## config.mk

```make
export PLATFORM = sky130hd
export DESIGN_NAME = adc_device_flat
export DESIGN_NICKNAME = d
export VERILOG_FILES = /design/src/common/adc_pkg.sv /design/src/common/adc_link_if.sv /design/src/design/adc_device.sv /design/src/flat_wrapper.sv
export VERILOG_INCLUDE_DIRS = /design/src /design/src/common
export SDC_FILE = /design/constraint.sdc
export NUM_CORES = 1
export LEC_CHECK = 0
export ABC_AREA = 1
export ABC_CLOCK_PERIOD_IN_PS = 37000
export BUFFER_PORTS_ARGS = -buffer_cell sky130_fd_sc_hd__buf_2
export CAP_MARGIN = 25
export CORE_ASPECT_RATIO = 0.5
export CORE_UTILIZATION = 35
export CTS_CLUSTER_SIZE = 14
export DETAILED_ROUTE_END_ITERATION = 10
export PLACE_DENSITY_LB_ADDON = 0.12
export SLEW_MARGIN = 20
export SYNTH_ARGS = -nofsm -noshare
export SYNTH_HDL_FRONTEND = slang
export SYNTH_SLANG_ARGS = --single-unit
```

## constraint.sdc

```tcl
create_clock -name clock -period 37 [get_ports clock]
set_clock_uncertainty 0.15 [all_clocks]
set_input_delay 3.7 -clock clock [delete_from_list [all_inputs] [get_ports clock]]
set_output_delay 3.7 -clock clock [all_outputs]
set_load 0.005 [all_outputs]
```

## src/common/adc_map.svh

```systemverilog
// register offsets, field positions and reset values for drift compensation
`ifndef ADC_MAP_SVH
`define ADC_MAP_SVH

// ---------------------------------------------------------------
// device register map
// ---------------------------------------------------------------
`define ADC_REG_PAGE_ADDR  8'h08
`define ADC_REG_PAGE_DATA  8'h09
`define ADC_REG_PAGE_DIR   8'h11
`define ADC_REG_GAIN       8'h17
`define ADC_REG_SENS       8'h1d
`define ADC_REG_RATE       8'h20
`define ADC_REG_PAGE_CTRL  8'h21
`define ADC_REG_RAW_LO     8'h26
`define ADC_REG_RAW_HI     8'h27
`define ADC_REG_COMP_LO    8'h38
`define ADC_REG_COMP_HI    8'h39

// ---------------------------------------------------------------
// embedded page
// ---------------------------------------------------------------
`define ADC_EMB_CONFIG     8'h28
`define ADC_EMB_RESET      8'h2a
`define ADC_COMP_MASK      8'h04
`define ADC_COMP_CLEAR     8'hfb
`define ADC_RESTART_VAL    8'h01
`define ADC_COMP_BIT       2
`define ADC_RESTART_BIT    0

// ---------------------------------------------------------------
// field positions and reset values
// ---------------------------------------------------------------
`define ADC_DIR_READ_BIT   0
`define ADC_DIR_WRITE_BIT  1
`define ADC_DIR_READ_VAL   8'h01
`define ADC_DIR_WRITE_VAL  8'h02
`define ADC_OPEN_BIT       4
`define ADC_OPEN_VAL       8'h10
`define ADC_BOOT_BIT       7
`define ADC_GAIN_LSB       4
`define ADC_GAIN_REDUCED   3'h0
`define ADC_GAIN_DEFAULT   8'hf1
`define ADC_SENS_DEFAULT   8'h00
`define ADC_SENS_OFFSET    14'sh0800
`define ADC_AMB_PER_DEG    31'sh64
`define ADC_POWER_DOWN     8'h00

// ---------------------------------------------------------------
// controller register map
// ---------------------------------------------------------------
`define ADC_HST_CMD        8'h00
`define ADC_HST_SENS       8'h04
`define ADC_HST_ODR        8'h08
`define ADC_HST_STATUS     8'h0c
`define ADC_HST_CONFIG     8'h10
`define ADC_CMD_ENABLE     0
`define ADC_CMD_DISABLE    1
`define ADC_CMD_SENS       2

`endif

```

## src/common/adc_pkg.sv

```systemverilog
// types shared by the compensation device and its controller
package adc_pkg;

  typedef enum logic [1:0] {
    ADC_IDLE   = 2'b00,
    ADC_ISSUE  = 2'b01,
    ADC_SETTLE = 2'b10
  } adc_host_st_t;

  typedef struct packed {
    logic [7:0]  page_addr;
    logic [7:0]  page_data;
    logic [7:0]  page_dir;
    logic [7:0]  sens;
    logic [7:0]  gain;
    logic [7:0]  rate;
    logic [7:0]  page_ctrl;
    logic [7:0]  emb_config;
    logic [15:0] raw;
    logic [15:0] comp;
    logic [15:0] ref_amb;
    logic        ref_pending;
    logic        algo_reset;
    logic [7:0]  rdata;
  } adc_dev_state_t;

  typedef struct packed {
    adc_host_st_t st;
    logic [3:0]   step;
    logic         enable;
    logic [7:0]   sens_code;
    logic [7:0]   output_rate_field;
    logic [7:0]   cfg;
    logic         busy;
    logic         refused;
    logic         done;
    logic [7:0]   addr;
    logic [7:0]   wdata;
    logic         wr;
    logic         rd;
    logic [7:0]   sw_rdata;
  } adc_host_state_t;

endpackage

```

## src/common/adc_link_if.sv

```systemverilog
// register port between controller and compensation device
`timescale 1ns/1ps
`default_nettype none
interface adc_link_if;
  logic [7:0] addr;
  logic [7:0] wdata;
  logic       wr;
  logic       rd;
  logic [7:0] rdata;

  modport ctl (output addr, output wdata, output wr, output rd,
               input rdata);
  modport dev (input addr, input wdata, input wr, input rd,
               output rdata);
endinterface
`default_nettype wire

```

## src/design/adc_device.sv

```systemverilog
// compensation device: register file, embedded page and drift datapath
//
// The implementer's own choice: the address-and-strobe port.
`timescale 1ns/1ps
`default_nettype none
`include "adc_map.svh"

// Behaviour
// - compensated = raw + sens/100 * ambient delta
// - sensitivity term is 16 times code plus 2048
// - boot restores signed sensitivity code default
// - host powers down before changing enable
// - page-open bit grants embedded page access
// - indirect read via direction, address, data
// - indirect write via direction, address, data
// - enable bit is 04h of config 28h
// - disable by ANDing config with FBh
// - write 01h to 2Ah resets algorithms
// - algorithm reset recaptures reference, keeps enable
// - host restarts acquisition after closing page
// - compensated result published at 38h/39h
// - raw bytes 26h/27h always uncompensated
// - disabled: compensated equals raw
// - algorithms take compensated samples when active
// - no compensation while gain is reduced
// - host passes custom sensitivity code as given, software rounds
// - gain field 000b reduces, 111b default
// - ambient is 100 LSB per degree
module adc_device
  import adc_pkg::*;
(
  input  wire logic         clock,
  input  wire logic         resetn,
  adc_link_if.dev           link,
  input  wire logic [15:0]  raw_object_sample,
  input  wire logic [15:0]  ambient_sample,
  input  wire logic         sample_valid,
  output logic      [15:0]  algo_input,
  output logic              algo_restart,
  output logic              comp_active,
  output logic              acquisition_on
);

  adc_dev_state_t q;
  adc_dev_state_t n;

  // ---------------------------------------------------------------
  // derived controls
  // ---------------------------------------------------------------
  logic gain_reduced;
  logic page_open;
  logic comp_on;

  assign gain_reduced = (q.gain[`ADC_GAIN_LSB +: 3] == `ADC_GAIN_REDUCED);
  assign page_open    = q.page_ctrl[`ADC_OPEN_BIT];
  // gain reduction overrides a stale enable bit
  assign comp_on      = q.emb_config[`ADC_COMP_BIT] & ~gain_reduced;

  // ---------------------------------------------------------------
  // read mux
  // ---------------------------------------------------------------
  function automatic logic [7:0] emb_read(input adc_dev_state_t s);
    // reset register is write-only and reads zero
    if (s.page_addr == `ADC_EMB_CONFIG) begin
      return s.emb_config;
    end
    return 8'h00;
  endfunction

  function automatic logic [7:0] reg_read(input adc_dev_state_t s,
                                          input logic [7:0]     a,
                                          input logic           open);
    case (a)
      `ADC_REG_PAGE_ADDR: return s.page_addr;
      `ADC_REG_PAGE_DATA: begin
        if (open && s.page_dir[`ADC_DIR_READ_BIT]) begin
          return emb_read(s);
        end
        return s.page_data;
      end
      `ADC_REG_PAGE_DIR:  return s.page_dir;
      `ADC_REG_GAIN:      return s.gain;
      `ADC_REG_SENS:      return s.sens;
      `ADC_REG_RATE:      return s.rate;
      `ADC_REG_PAGE_CTRL: return s.page_ctrl;
      `ADC_REG_RAW_LO:    return s.raw[7:0];
      `ADC_REG_RAW_HI:    return s.raw[15:8];
      `ADC_REG_COMP_LO:   return s.comp[7:0];
      `ADC_REG_COMP_HI:   return s.comp[15:8];
      default:            return 8'h00;
    endcase
  endfunction

  // ---------------------------------------------------------------
  // next state
  // ---------------------------------------------------------------
  always_comb begin
    logic signed [13:0] sens_term;
    logic signed [16:0] delta;
    logic signed [30:0] prod;
    logic signed [30:0] quot;
    logic signed [31:0] total;
    logic        [15:0] ref_now;
    logic        [15:0] sat;
    sens_term = 14'sh0000;
    delta     = 17'sh00000;
    prod      = 31'sh00000000;
    quot      = 31'sh00000000;
    total     = 32'sh00000000;
    ref_now   = q.ref_amb;
    sat       = 16'h0000;
    n            = q;
    n.algo_reset = 1'b0;
    n.rdata      = 8'h00;

    if (link.rd) begin
      n.rdata = reg_read(q, link.addr, page_open);
    end

    if (link.wr) begin
      case (link.addr)
        `ADC_REG_PAGE_ADDR: n.page_addr = link.wdata;
        `ADC_REG_PAGE_DATA: begin
          n.page_data = link.wdata;
          if (page_open && q.page_dir[`ADC_DIR_WRITE_BIT]) begin
            if (q.page_addr == `ADC_EMB_CONFIG) begin
              n.emb_config = gain_reduced ?
                             (link.wdata & `ADC_COMP_CLEAR) : link.wdata;
            end
            if (q.page_addr == `ADC_EMB_RESET &&
                link.wdata[`ADC_RESTART_BIT]) begin
              // reference is retaken on the next conversion
              n.algo_reset  = 1'b1;
              n.ref_pending = 1'b1;
            end
          end
        end
        `ADC_REG_PAGE_DIR:  n.page_dir = link.wdata;
        `ADC_REG_GAIN:      n.gain     = link.wdata;
        `ADC_REG_SENS:      n.sens     = link.wdata;
        `ADC_REG_RATE:      n.rate     = link.wdata;
        `ADC_REG_PAGE_CTRL: begin
          // page access only opens the window
          n.page_ctrl = link.wdata;
          n.page_ctrl[`ADC_BOOT_BIT] = 1'b0;
          if (link.wdata[`ADC_BOOT_BIT]) begin
            // reboot reloads trimmed defaults, rate is kept
            n.sens = `ADC_SENS_DEFAULT;
            n.gain = `ADC_GAIN_DEFAULT;
          end
        end
        default: ;
      endcase
    end

    if (sample_valid && acquisition_on) begin
      if (q.ref_pending) begin
        ref_now       = ambient_sample;
        n.ref_amb     = ambient_sample;
        n.ref_pending = 1'b0;
      end
      sens_term = $signed({{2{q.sens[7]}}, q.sens, 4'h0}) +
                  `ADC_SENS_OFFSET;
      // delta is in ambient units of 100 LSB per degree
      delta = $signed({ambient_sample[15], ambient_sample}) -
              $signed({ref_now[15], ref_now});
      prod  = sens_term * delta;
      quot  = prod / `ADC_AMB_PER_DEG;
      total = $signed({quot[30], quot}) +
              $signed({{16{raw_object_sample[15]}}, raw_object_sample});
      // clamp instead of wrapping so a big swing stays monotonic
      if (total > 32'sh00007fff) begin
        sat = 16'h7fff;
      end else if (total < -32'sh00008000) begin
        sat = 16'h8000;
      end else begin
        sat = total[15:0];
      end
      n.raw  = raw_object_sample;
      n.comp = comp_on ? sat : raw_object_sample;
    end
  end

  always_ff @(posedge clock) begin
    if (!resetn) begin
      q             <= '0;
      q.sens        <= `ADC_SENS_DEFAULT;
      q.gain        <= `ADC_GAIN_DEFAULT;
      q.ref_pending <= 1'b1;
    end else begin
      q <= n;
    end
  end

  // ---------------------------------------------------------------
  // outputs
  // ---------------------------------------------------------------
  assign link.rdata     = q.rdata;
  assign algo_input     = q.comp;
  assign algo_restart   = q.algo_reset;
  assign comp_active    = comp_on;
  assign acquisition_on = (q.rate[3:0] != 4'h0);

endmodule
`default_nettype wire

```

## src/flat_wrapper.sv

```systemverilog
// flat-port wrapper written by rule: the top's interface ports become plain ports
module adc_device_flat import adc_pkg::*;
  (clock, resetn, raw_object_sample, ambient_sample, sample_valid, algo_input, algo_restart, comp_active, acquisition_on, link_addr, link_wdata, link_wr, link_rd, link_rdata);
  adc_link_if link_i ();
  input  wire logic clock;
  input  wire logic resetn;
  input  wire logic [15:0] raw_object_sample;
  input  wire logic [15:0] ambient_sample;
  input  wire logic sample_valid;
  output logic      [15:0] algo_input;
  output logic algo_restart;
  output logic comp_active;
  output logic acquisition_on;
  input wire logic [$bits(link_i.addr)-1:0] link_addr;
  input wire logic [$bits(link_i.wdata)-1:0] link_wdata;
  input wire logic [$bits(link_i.wr)-1:0] link_wr;
  input wire logic [$bits(link_i.rd)-1:0] link_rd;
  output wire logic [$bits(link_i.rdata)-1:0] link_rdata;
  assign link_i.addr = link_addr;
  assign link_i.wdata = link_wdata;
  assign link_i.wr = link_wr;
  assign link_i.rd = link_rd;
  assign link_rdata = link_i.rdata;
  adc_device u_core (.clock(clock), .resetn(resetn), .link(link_i), .raw_object_sample(raw_object_sample), .ambient_sample(ambient_sample), .sample_valid(sample_valid), .algo_input(algo_input), .algo_restart(algo_restart), .comp_active(comp_active), .acquisition_on(acquisition_on));
endmodule
```

==> Word-level counts from Yosys, hierarchy flattened <==
Index checks and enable logic that the tools add are counted.
{ "word_totals": {"regBits": 121, "word_cells": 83, "output_inout_bits": 27} }
{ "op_classes": {"magnitude_cmp": 2, "bitwise": 2, "n_reduce_logical": 19, "n_eq_ne": 14, "mul": 1, "n_mux": 27, "div_mod_pow": 1, "n_addsub": 3} }
{ "ops": {"columns": ["operator", "n"], "rows": [
  ["2-to-1 mux 16 bit", 6],
  ["one-hot mux 8 bit (11 select lines)", 1],
  ["== test 8 x 6 -> 1 bit, second input constant", 8],
  ["adder 31 x 16 -> 32 bit", 1],
  ["> comparator 32 x 16 -> 1 bit, second input constant", 1],
  ["< comparator 32 x 16 -> 1 bit, second input constant", 1],
  ["2-to-1 mux 8 bit", 4],
  ["one-hot mux 8 bit (2 select lines)", 2],
  ["divider 31 x 8 -> 31 bit, second input constant", 1],
  ["multiplier 14 x 17 -> 31 bit", 1],
  ["== test 8 x 5 -> 1 bit, second input constant", 3],
  ["subtractor 16 x 16 -> 17 bit", 1],
  ["== test 8 x 4 -> 1 bit, second input constant", 2],
  ["adder 12 x 13 -> 14 bit, second input constant", 1],
  ["AND reduction 2 bit", 7],
  ["2-to-1 mux 1 bit", 9],
  ["2-to-1 mux 2 bit", 4],
  ["AND reduction 4 bit", 2],
  ["AND reduction 3 bit", 2],
  ["logical AND 1 bit", 4],
  ["nonzero test 2 bit", 2],
  ["nonzero test 4 bit", 1],
  ["zero test 3 bit", 1],
  ["2-to-1 mux 3 bit", 1],
  ["3 further kinds", 3]
]} }

==> Logic depth before layout (Yosys ltp) <==
Gate-level depths: netlist (run 1).
{ "depth": {"depth_word": 11, "ltp_mapped": 223, "mapped_depth_nobuf": 218} }

==> Worst setup path after synthesis (run 1) <==
OpenSTA, ideal clock, no wires.
{ "synth_path": {"kind": "input to register", "start": "input port ambient_sample[1]", "end": "register u_core.q, in the netlist u_core.algo_input[5]", "setup_ps": 132, "t_arrival_ps": 27523, "setup_slack_ps": 9195, "path_buffers": 3, "path_stages": 192, "path_cell_list": "inv_1 -> nand2_1 -> o21ai_0 -> inv_1 -> fa_1 -> o21ai_0 -> nand2_1 -> nand2_1 -> a21oi_1 -> or2_2 -> nand2_1 -> a21oi_1 -> or2_2 -> nand2_1 -> a21oi_1 -> or2_2 -> nand2_1 -> a21oi_1 -> [... 156 more ...] -> a21oi_1 -> o21ai_0 -> a21oi_1 -> o21ai_0 -> nand3_1 -> o21ba_2 -> o21ai_0 -> inv_1 -> o21ai_0 -> xor2_1 -> or3_1 -> nor4_1 -> a31oi_1 -> nor2_1 -> clkbuf_1 -> o21ai_0 -> o211ai_1 -> a21oi_1"} }
{ "synth_via": {"elab_chain_cells": 10, "word_cells_on_any_way": 11} }
{ "synth_rtl": {"columns": ["item", "line_no", "rtl"], "rows": [
  ["from (decl)", "flat_wrapper.sv:8", "input wire logic [15:0] ambient_sample;"],
  ["2-to-1 mux 16 bit", "adc_device.sv:157", "if (q.ref_pending) begin"],
  ["2-to-1 mux 16 bit", "adc_device.sv:156", "if (sample_valid && acquisition_on) begin"],
  ["subtractor 16 x 16 -> 17 bit *", "adc_device.sv:165", "delta = $signed({ambient_sample[15], ambient_sample}) -"],
  ["multiplier 14 x 17 -> 31 bit *", "adc_device.sv:167", "prod = sens_term * delta;"],
  ["divider 31 x 8 -> 31 bit (no source line) *", null, null],
  ["adder 31 x 16 -> 32 bit *", "adc_device.sv:169", "total = $signed({quot[30], quot}) +"],
  ["< comparator 32 x 16 -> 1 bit", "adc_device.sv:174", "end else if (total < -32'sh00008000) begin"],
  ["2-to-1 mux 16 bit", "adc_device.sv:174", null],
  ["2-to-1 mux 16 bit *", "adc_device.sv:172", "if (total > 32'sh00007fff) begin"],
  ["2-to-1 mux 16 bit *", "adc_device.sv:180", "n.comp = comp_on ? sat : raw_object_sample;"],
  ["to (signal assigned)", "adc_device.sv:191", "q <= n;"],
  ["to (decl)", "adc_device.sv:44", "adc_dev_state_t q;"]
]} }
Mark *: on every way between the ends. The rest lies on a longest branch, timed or not. The select of a mux whose other input is x is not followed.
A chain may end at the register's enable or synchronous reset.

==> Worst setup path after layout (run 1) <==
Same ends and word-level chain as after synthesis.

==> results of run 1 <==
==> cells in the mapped netlist, types with 2 or more instances <==
| library cell | instances |
|---|---|
| or4_1 | 2 |
| nor4_1 | 7 |
| o21ai_1 | 18 |
| fa_1 | 113 |
| or2_2 | 12 |
| ha_1 | 154 |
| nand3_1 | 185 |
| nand3_2 | 8 |
| and2_1 | 4 |
| a21oi_1 | 183 |
| buf_6 | 3 |
| nor2_4 | 6 |
| o21bai_1 | 12 |
| nand2_4 | 23 |
| o22ai_1 | 12 |
| a31oi_1 | 9 |
| nor3_1 | 29 |
| nand4_2 | 16 |
| buf_1 | 3 |
| nand2_2 | 105 |
| o21ai_0 | 157 |
| a211oi_1 | 15 |
| a21oi_2 | 2 |
| nor2_2 | 29 |
| dfxtp_1 | 121 |
| a22oi_1 | 2 |
| nand4_4 | 2 |
| nand4_1 | 50 |
| xor2_1 | 62 |
| nand2_1 | 693 |
| o31ai_1 | 2 |
| nor2_1 | 190 |
| a221oi_1 | 21 |
| a41oi_1 | 2 |
| inv_1 | 454 |
| o211ai_1 | 21 |
| clkinv_1 | 15 |
| xnor2_1 | 14 |
| nand3b_1 | 4 |
| buf_4 | 25 |
| a21o_1 | 3 |
| inv_2 | 52 |
| clkbuf_1 | 47 |
==> worst register-to-register path: cells and delay by family (launching register included) <==
family / cells / cell delay, ns
adder cells (fa/ha/maj): 12 / 4.96
AO/OA/AOI/OAI: 33 / 6.10
XOR/XNOR: 1 / 0.10
AND/OR/NAND/NOR: 131 / 15.52
buffers and inverters: 9 / 1.66
flip-flops: 1 / 0.36
==> cells by family after synthesis <==
logic type / Yosys count / synth area share, %
and+or+nand+nor: 1370 / 34.4
buffers and inverters: 601 / 12.7
AOI/OAI and AO/OA: 463 / 13.9
adders and majority gates: 267 / 22.4
DFF: 121 / 13.0
xor gates and xnor gates: 76 / 3.57
==> worst min-delay path by stage <==
stage,startpoint,to,slack (ns)
final,u_core.q[113]$_SDFFE_PN0P_,u_core.q[113]$_SDFFE_PN0P_,0.30
after global routing,u_core.q[85]$_SDFFE_PN0P_,u_core.q[85]$_SDFFE_PN0P_,0.32
after CTS,u_core.q[113]$_SDFFE_PN0P_,u_core.q[113]$_SDFFE_PN0P_,0.30
after detailed placement,u_core.q[113]$_SDFFE_PN0P_,u_core.q[113]$_SDFFE_PN0P_,0.29
after global placement,u_core.q[113]$_SDFFE_PN0P_,u_core.q[113]$_SDFFE_PN0P_,0.29
after floorplan,u_core.q[100]$_SDFFE_PN0P_,u_core.q[100]$_SDFFE_PN0P_,0.27
==> area by class of cell <==
type                            instances  area (um2)
Fill cell                            5767       32100
Multi-Input combinational cell       2176       13900
Sequential cell                       121        2420
Inverter                              521        1960
Tap cell                              701         877
Timing Repair Buffer                   88         463
Clock buffer                           20         457
Clock inverter                         12         163
==> cells in the final DEF (no fill, tap or decap), types with 3 or more instances in the layout <==
cell and instances:
nand2_1 692, inv_1 454, nor2_1 190, nand3_1 185, a21oi_1 183, o21ai_0 157
ha_1 154, dfxtp_1 121, fa_1 113, nand2_2 106, buf_2 79, xor2_1 62
inv_2 52, nand4_1 50, nor3_1 29, nor2_2 29, nand2_4 23, o211ai_1 21
a221oi_1 21, o21ai_1 18, clkbuf_16 17, nand4_2 16, clkinv_1 15, a211oi_1 15
xnor2_1 14, o21bai_1 12, or2_2 12, o22ai_1 12, a31oi_1 9, buf_4 9
nand3_2 8, nor4_1 7, nor2_4 6, and2_1 4, nand3b_1 4, inv_6 4
a21o_1 3, bufinv_16 3
==> routing by layer <==
layer / global-route usage (%) / vias up
li1: - / 9358
met1: 31.0 / 8359
met2: 31.2 / 378
met3: 2.41 / 20
met4: 2.37 / 0
met5: 0 / -
==> sequential cells by signal, summed over array words and instances, names as in the netlist <==
| signal | flops |
|---|---|
| u_core.q | 95 |
| u_core.link.rdata | 8 |
| u_core.algo_restart | 1 |
| u_core.page_open | 1 |
| u_core.algo_input | 16 |
==> through the flow <==
step                area [um2]  hold WS [ns]
floorplan                18700         0.274
global placement         19600         0.286
detailed placement       19600         0.291
CTS                      20200         0.300
global route             20200         0.321
finish                   20200         0.295
==> summary.txt, run 1 <==
Outcome
  – Status: finished, violations left
  – Failing checks: design-rule violations

Drt
  – M1 WL: roughly 29 mm
  – Vias/cell: approximately 5
  – Metal3 WL: about 2.7 mm
  – Routed wire length on met2: roughly 23 mm
  – Initial drt markers: 1206
  – DR vias: ~18000
  – Avg WL per Cell: 15.2 um
  – DR pass1 iterations: 9
  – DRC: 2
  – Top layer reached by signal wires: met4
  – Post-Route WL: roughly 55 mm
  – Post-DRT Antenna Nets: 0

Global routing
  – Pin count of the biggest net entering global routing: 70
  – Initial antenna violation count: 1
  – GRT Util Overall: 20.4%
  – Vias in the first global route: approximately 17000
  – Global route overflow: 0
  – First-pass GRT wire length: 88.7 mm

Placement
  – Hpwl dp: 46.3 mm
  – Post-Place Setup Slack: about 5 ns
  – GP Congestion: around 0.9
  – Post-Place Cells: 3604
  – Port bufs: 79

Worst hold path
  – Hold path cells: 2
  – Worst Hold Class: flip-flop to flip-flop

Finish
  – Layout cells sized above 1: around an eighth
  – Nets: approximately 3200
  – # diodes: 0
  – Final core utilization: roughly two fifths
  – Area delta synth->final: 8.25%
  – Finished Layout Cells: 3639

Clock network
  – Htree depth: 4
  – Gates resized, CTS repair: 0
  – TritonCTS Sinks: approximately 120
  – # Post-CTS Setup Buffers: 0
  – TritonCTS clock tree: yes
  – Skew-Pair Late Insertion Delay: approximately 0.43 ns
  – CTS root buf: clkbuf_16
  – Number of buffers created by CTS: 17
  – Clock Tree Buf Depth: 2
  – Hold buffers post-CTS: 0
  – Clock Pin Slew Worst Setup and Hold Paths: around 0.060 ns

STA
  – Setup ws final: about 5.4 ns
  – Pins Over Slew Limit: 0
  – RSZ-0062 raised after global routing: false
  – Fin crit share: 85.4%
  – Sum Neg Setup Slack: 0 ns
  – Final setup vio count: 0
  – Tightest Pin Transition: slightly below 1 ns
  – Fmax: around 32 MHz
  – Final hold violation count: 0
  – Final min period: around 32 ns
  – Relative slew slack: roughly a third

Setup path
  – RR Endpoint: u_core.algo_input[5]$_SDFFE_PN0P_
  – Peak fanout along the critical path: 57
  – CP peak stage delay: 0.78 ns
  – WP buf/inv: 11
  – WP depth: about 190
  – R2r worst-path depth: around 190
  – Critical path class: input pin to flip-flop
  – CP max stage cell: fa_1
  – Worst Path Required: between 30 and 40 ns
  – Critical Path Start: ambient_sample[1]
  – Family with the most delay on the worst path: simple AND/OR/NAND/NOR gates
  – CP Launch Type: input pin
  – Reg2reg start: u_core.q[9]$_SDFF_PN1_
  – CP Capture Type: flip-flop
  – WP data arrival: approximately 32 ns
  – Flop2flop setup slack: approximately 8 ns
  – Most frequent CP cell: nand2_1
  – Critical Path Sink: u_core.algo_input[5]$_SDFFE_PN0P_

Logic synthesis
  – Synth Instances: about 2900
  – Top cells by area, synth: nand2_1 14%, dfxtp_1 13%, fa_1 12%
  – #FFs+latches synth: roughly 120
  – Async S/R FF share, synth: 0%
  – Share of the yosys chip area belonging to registers: 13.0%
  – Synth warn: 0
  – Syn_area_per_cell: approximately 6.4 um2
  – Primary FF master, synth: dfxtp_1
  – Post-synth EDFFs: 0
  – Post-synthesis cell area: ~0.019 mm2
  – Synth area leader: nand2_1
  – Syn_nets: 3218
  – Distinct cells, synth: 54
  – Share of the synthesized area in the top cell type: 13.9%

Floorplanning
  – Die area: between 0.05 and 0.06 mm2
  – Die X-Extent: 329 um
  – Initial Util: about 36%
  – I/O pins: 80
  – Core Region: between 0.05 and 0.06 mm2
  – Die Y: approximately 170 um
  – Row count: 59

Run
  – MaxCap Viol Count: 0
Power of run 1 is left out: the tool's default activity adds up to more than one toggle a clock period on the data nets, which glitch-free logic cannot reach.
==> inputs of run 2 (changes only) <==
--- a/config.mk
+++ b/config.mk
@@ -6,7 +6,7 @@
 export SDC_FILE = /design/constraint.sdc
 export NUM_CORES = 1
 export LEC_CHECK = 0
-export ABC_AREA = 1
+export ABC_AREA = 0
 export ABC_CLOCK_PERIOD_IN_PS = 37000
 export BUFFER_PORTS_ARGS = -buffer_cell sky130_fd_sc_hd__buf_2
 export CAP_MARGIN = 25
==> constraint.sdc (replaced) <==
create_clock -name clock -period 37 [get_ports clock]
set_clock_uncertainty 0.15 [all_clocks]
set_input_delay 1.85 -clock clock [delete_from_list [all_inputs] [get_ports clock]]
set_output_delay 1.85 -clock clock [all_outputs]
set_load 0.005 [all_outputs]
==> run 2 against run 1 <==
Effect of this change:
- the flow now finishes without violations
- count of clock-buffer cells in the layout increased by 1
- die area up 9.6%
- via count is 5.5% higher
- setup slack worse by 3.0 ns
- fmax decreased by 8.6%
- global-route usage grew 0.51 points
- cell count down 8.0%
- first-iteration DRC count is 36% higher
- utilization down 0.17 points
- sequential share of layout area decreased by 1.0 points
- critical path depth down 54
- critical path type unchanged
==> summary.txt, run 2 <==
Floorplanning
  – I/O pins: 80 (unchanged)
  – Die area: 0.0595 mm2 (was 0.0543 mm2)
  – Core Region: 0.0576 mm2 (was 0.0523 mm2)
  – Die X-Extent: 344 um (was 329 um)
  – Initial Util: 35.6% (was 35.7%)
  – Die Y: 173 um (was 165 um)
  – Row count: 62 (was 59)

STA
  – Final setup vio count: 0 (unchanged)
  – Sum Neg Setup Slack: 0 ns (unchanged)
  – Fin Hold WS: 0.310 ns (was 0.295 ns)
  – Tightest Pin Transition: 1.01 ns (was 0.968 ns)
  – Final hold violation count: 0 (unchanged)
  – Fin crit share: 93.4% (was 85.4%)
  – Final min period: 34.56 ns (was 31.58 ns)
  – Relative slew slack: 32.1% (was 35.2%)
  – Pins Over Slew Limit: 0 (unchanged)
  – RSZ-0062 raised after global routing: false (unchanged)
  – Fmax: 28.9 MHz (was 31.7 MHz)
  – Setup ws final: 2.44 ns (was 5.42 ns)

Outcome
  – Status: completed (was finished, violations left)

Finish
  – Reg with most FFs: u_core.q (unchanged)
  – Commonest non-fill, non-tap cell in the layout: nand2_1 (unchanged)
  – Layout cells sized above 1: 11.6% (was 12.9%)
  – # diodes: 0 (unchanged)
  – Nets: 2888 (was 3245)
  – Area delta synth->final: 8.09% (was 8.25%)
  – Fin area: 0.0221 mm2 (was 0.0202 mm2)
  – Most frequent cells in the layout: 322 x nand2_1, 155 x nor2_1, 154 x ha_1 (was 692 x nand2_1, 454 x inv_1, 190 x nor2_1)
  – Max reg flops: 95 (unchanged)

Global routing
  – Pin count of the biggest net entering global routing: 114 (was 70)
  – Vias in the first global route: 17773 (was 16517)
  – Global route overflow: 0 (unchanged)
  – Initial antenna violation count: 0 (was 1)
  – First-pass GRT wire length: 101 mm (was 88.7 mm)
  – GRT Util Overall: 20.9% (was 20.4%)

Clock network
  – Hold buffers post-CTS: 0 (unchanged)
  – TritonCTS Sinks: 121 (unchanged)
  – CTS root buf: clkbuf_16 (unchanged)
  – Gates resized, CTS repair: 0 (unchanged)
  – Clock Pin Slew Worst Setup and Hold Paths: 0.06 ns (about the same)
  – Htree depth: 4 (unchanged)
  – # Post-CTS Setup Buffers: 0 (unchanged)
  – Skew-Pair Late Insertion Delay: 0.43 ns (about the same)
  – TritonCTS clock tree: yes (unchanged)
  – Clock Tree Buf Depth: 2 (unchanged)
  – Number of buffers created by CTS: 17 (unchanged)

Drt
  – DR vias: 19110 (was 18115)
  – Post-DRT Antenna Nets: 0 (unchanged)
  – DR pass1 iterations: 6 (was 9)
  – Initial drt markers: 1639 (was 1206)
  – DRC: 0 (was 2)
  – Vias/cell: 5.71 (was 4.98)
  – Avg WL per Cell: 18.9 um (was 15.2 um)
  – Post-Route WL: 63.2 mm (was 55.2 mm)

Placement
  – Hpwl dp: 49.9 mm (was 46.3 mm)
  – GP Congestion: 0.857 (was 0.914)
  – Post-Place Setup Slack: 1.28 ns (was 5.05 ns)
  – Placed Area: 0.0214 mm2 (was 0.0196 mm2)
  – Port bufs: 79 (unchanged)

Setup path
  – Worst Path Required: 37.22 ns (was 37.15 ns)
  – CP Capture Type: flip-flop (unchanged)
  – CP Launch Type: input pin (unchanged)
  – WP data arrival: 34.79 ns (was 31.73 ns)
  – R2r worst-path depth: 133 (was 186)
  – CP peak stage delay: 0.62 ns (was 0.78 ns)
  – Most frequent CP cell: a21o_1 (was nand2_1)
  – Critical path class: input pin to flip-flop (unchanged)
  – Reg2reg start: u_core.q[9]$_SDFF_PN1_ (unchanged)
  – Flop2flop setup slack: 3.16 ns (was 8.03 ns)
  – Peak fanout along the critical path: 17 (was 57)
  – RR Endpoint: u_core.algo_input[3]$_SDFFE_PN0P_ (was u_core.algo_input[5]$_SDFFE_PN0P_)
  – CP max stage cell: a311o_1 (was fa_1)

Logic synthesis
  – Most common cell in the netlist: nand2_1 (unchanged)
  – Top cells by count, synth: 322 x nand2_1, 156 x nor2_1, 154 x ha_1 (was 693 x nand2_1, 454 x inv_1, 190 x nor2_1)
  – Share of the yosys chip area belonging to registers: 11.8% (was 13.0%)
  – Primary FF master, synth: dfxtp_1 (unchanged)
  – Distinct cells, synth: 140 (was 54)
  – Syn_nets: 2904 (was 3218)
  – Synth area leader: dfxtp_1 (was nand2_1)
  – Syn_area_per_cell: 7.92 um2 (was 6.44 um2)
  – Post-synth EDFFs: 0 (unchanged)
  – Post-synthesis cell area: 0.0205 mm2 (was 0.0187 mm2)
  – #FFs+latches synth: 121 (unchanged)
  – Share of the synthesized area in the top cell type: 11.8% (was 13.9%)
  – Synth Instances: 2584 (was 2898)
  – Top cells by area, synth: dfxtp_1 12%, fa_1 11%, ha_1 9.4% (was nand2_1 14%, dfxtp_1 13%, fa_1 12%)
  – Async S/R FF share, synth: 0% (unchanged)
  – Synth warn: 0 (unchanged)

Worst hold path
  – Hold Crit Start: u_core.q[10]$_SDFFE_PN0P_ (was u_core.q[113]$_SDFFE_PN0P_)
  – Hold path cells: 2 (unchanged)
  – Min-Delay Endpoint: u_core.q[10]$_SDFFE_PN0P_ (was u_core.q[113]$_SDFFE_PN0P_)
  – Worst Hold Class: flip-flop to flip-flop (unchanged)

Run
  – MaxCap Viol Count: 0 (unchanged)
-- run 2: changes by cell type in the layout (fill, tap and decap cells not counted), sizes merged, moves of 37 or more --
cell	change
a21boi	+102
a21o	+56
a21oi	-37
and2	+58
inv	-382
mux2i	+38
nand2	-496
nand3	-99
nand4	-39
nor2	-66
nor2b	+69
o21ai	-77
xnor2	+73
-- run 2: logic make-up (layout without fill, tap and decap cells) --
group	after synthesis	after routing	synth area share [%]
muxes	53	53	2.72
DFF	121	121	11.8
AOI/OAI and AO/OA	799	799	29.9
buffers and inverters	267	262	5.57
adders and majority gates	270	270	20.6
xor gates and xnor gates	140	141	6.30
and+or+nand+nor	934	934	23.1
-- run 2: worst max path at each step --
stage / to / depth (start not counted) / startpoint
3_5_place_dp: u_core.algo_input[8]$_SDFFE_PN0P_ / 133 / ambient_sample[0]
6_report: u_core.algo_input[3]$_SDFFE_PN0P_ / 134 / ambient_sample[0]
2_1_floorplan: u_core.algo_input[13]$_SDFFE_PN0P_ / 139 / ambient_sample[0]
5_1_grt: u_core.algo_input[13]$_SDFFE_PN0P_ / 134 / ambient_sample[0]
4_1_cts: u_core.algo_input[8]$_SDFFE_PN0P_ / 133 / ambient_sample[0]
3_3_place_gp: u_core.algo_input[4]$_SDFFE_PN0P_ / 133 / ambient_sample[0]
-- run 2: cell type report --
type / count / area [um2]
clock buffers: 21 / 480
repair buffers: 103 / 596
clock inverters: 10 / 141
inverters: 128 / 480
well taps: 768 / 961
flip-flops and latches: 121 / 2420
fillers: 6058 / 35400
multi-input cells: 2197 / 17000
-- run 2: metal layers --
layer	up-vias	global-route usage, %	routed length, um
met5	-	0	0
met4	0	3.76	817
met3	50	2.25	3020
met2	512	29.9	25900
met1	9129	33.1	33500
li1	9419	-	-
-- run 2: worst max-delay path, delay by kind of cell --
family / cells / cell delay [ns]
compound gates: 79 / 18.71
xor+xnor: 6 / 1.40
fa+ha+maj: 12 / 4.57
buf+inv: 7 / 1.28
mux: 7 / 2.58
simple gates: 23 / 4.31
-- run 2: metrics by stage --
step	instances	utilization (%)
floorplan	2584	-
global placement	3312	37.1
detailed placement	3313	37.1
CTS	3344	38.2
global route	3348	38.4
finish	3348	38.4
Power of run 2 is left out for the same reason.
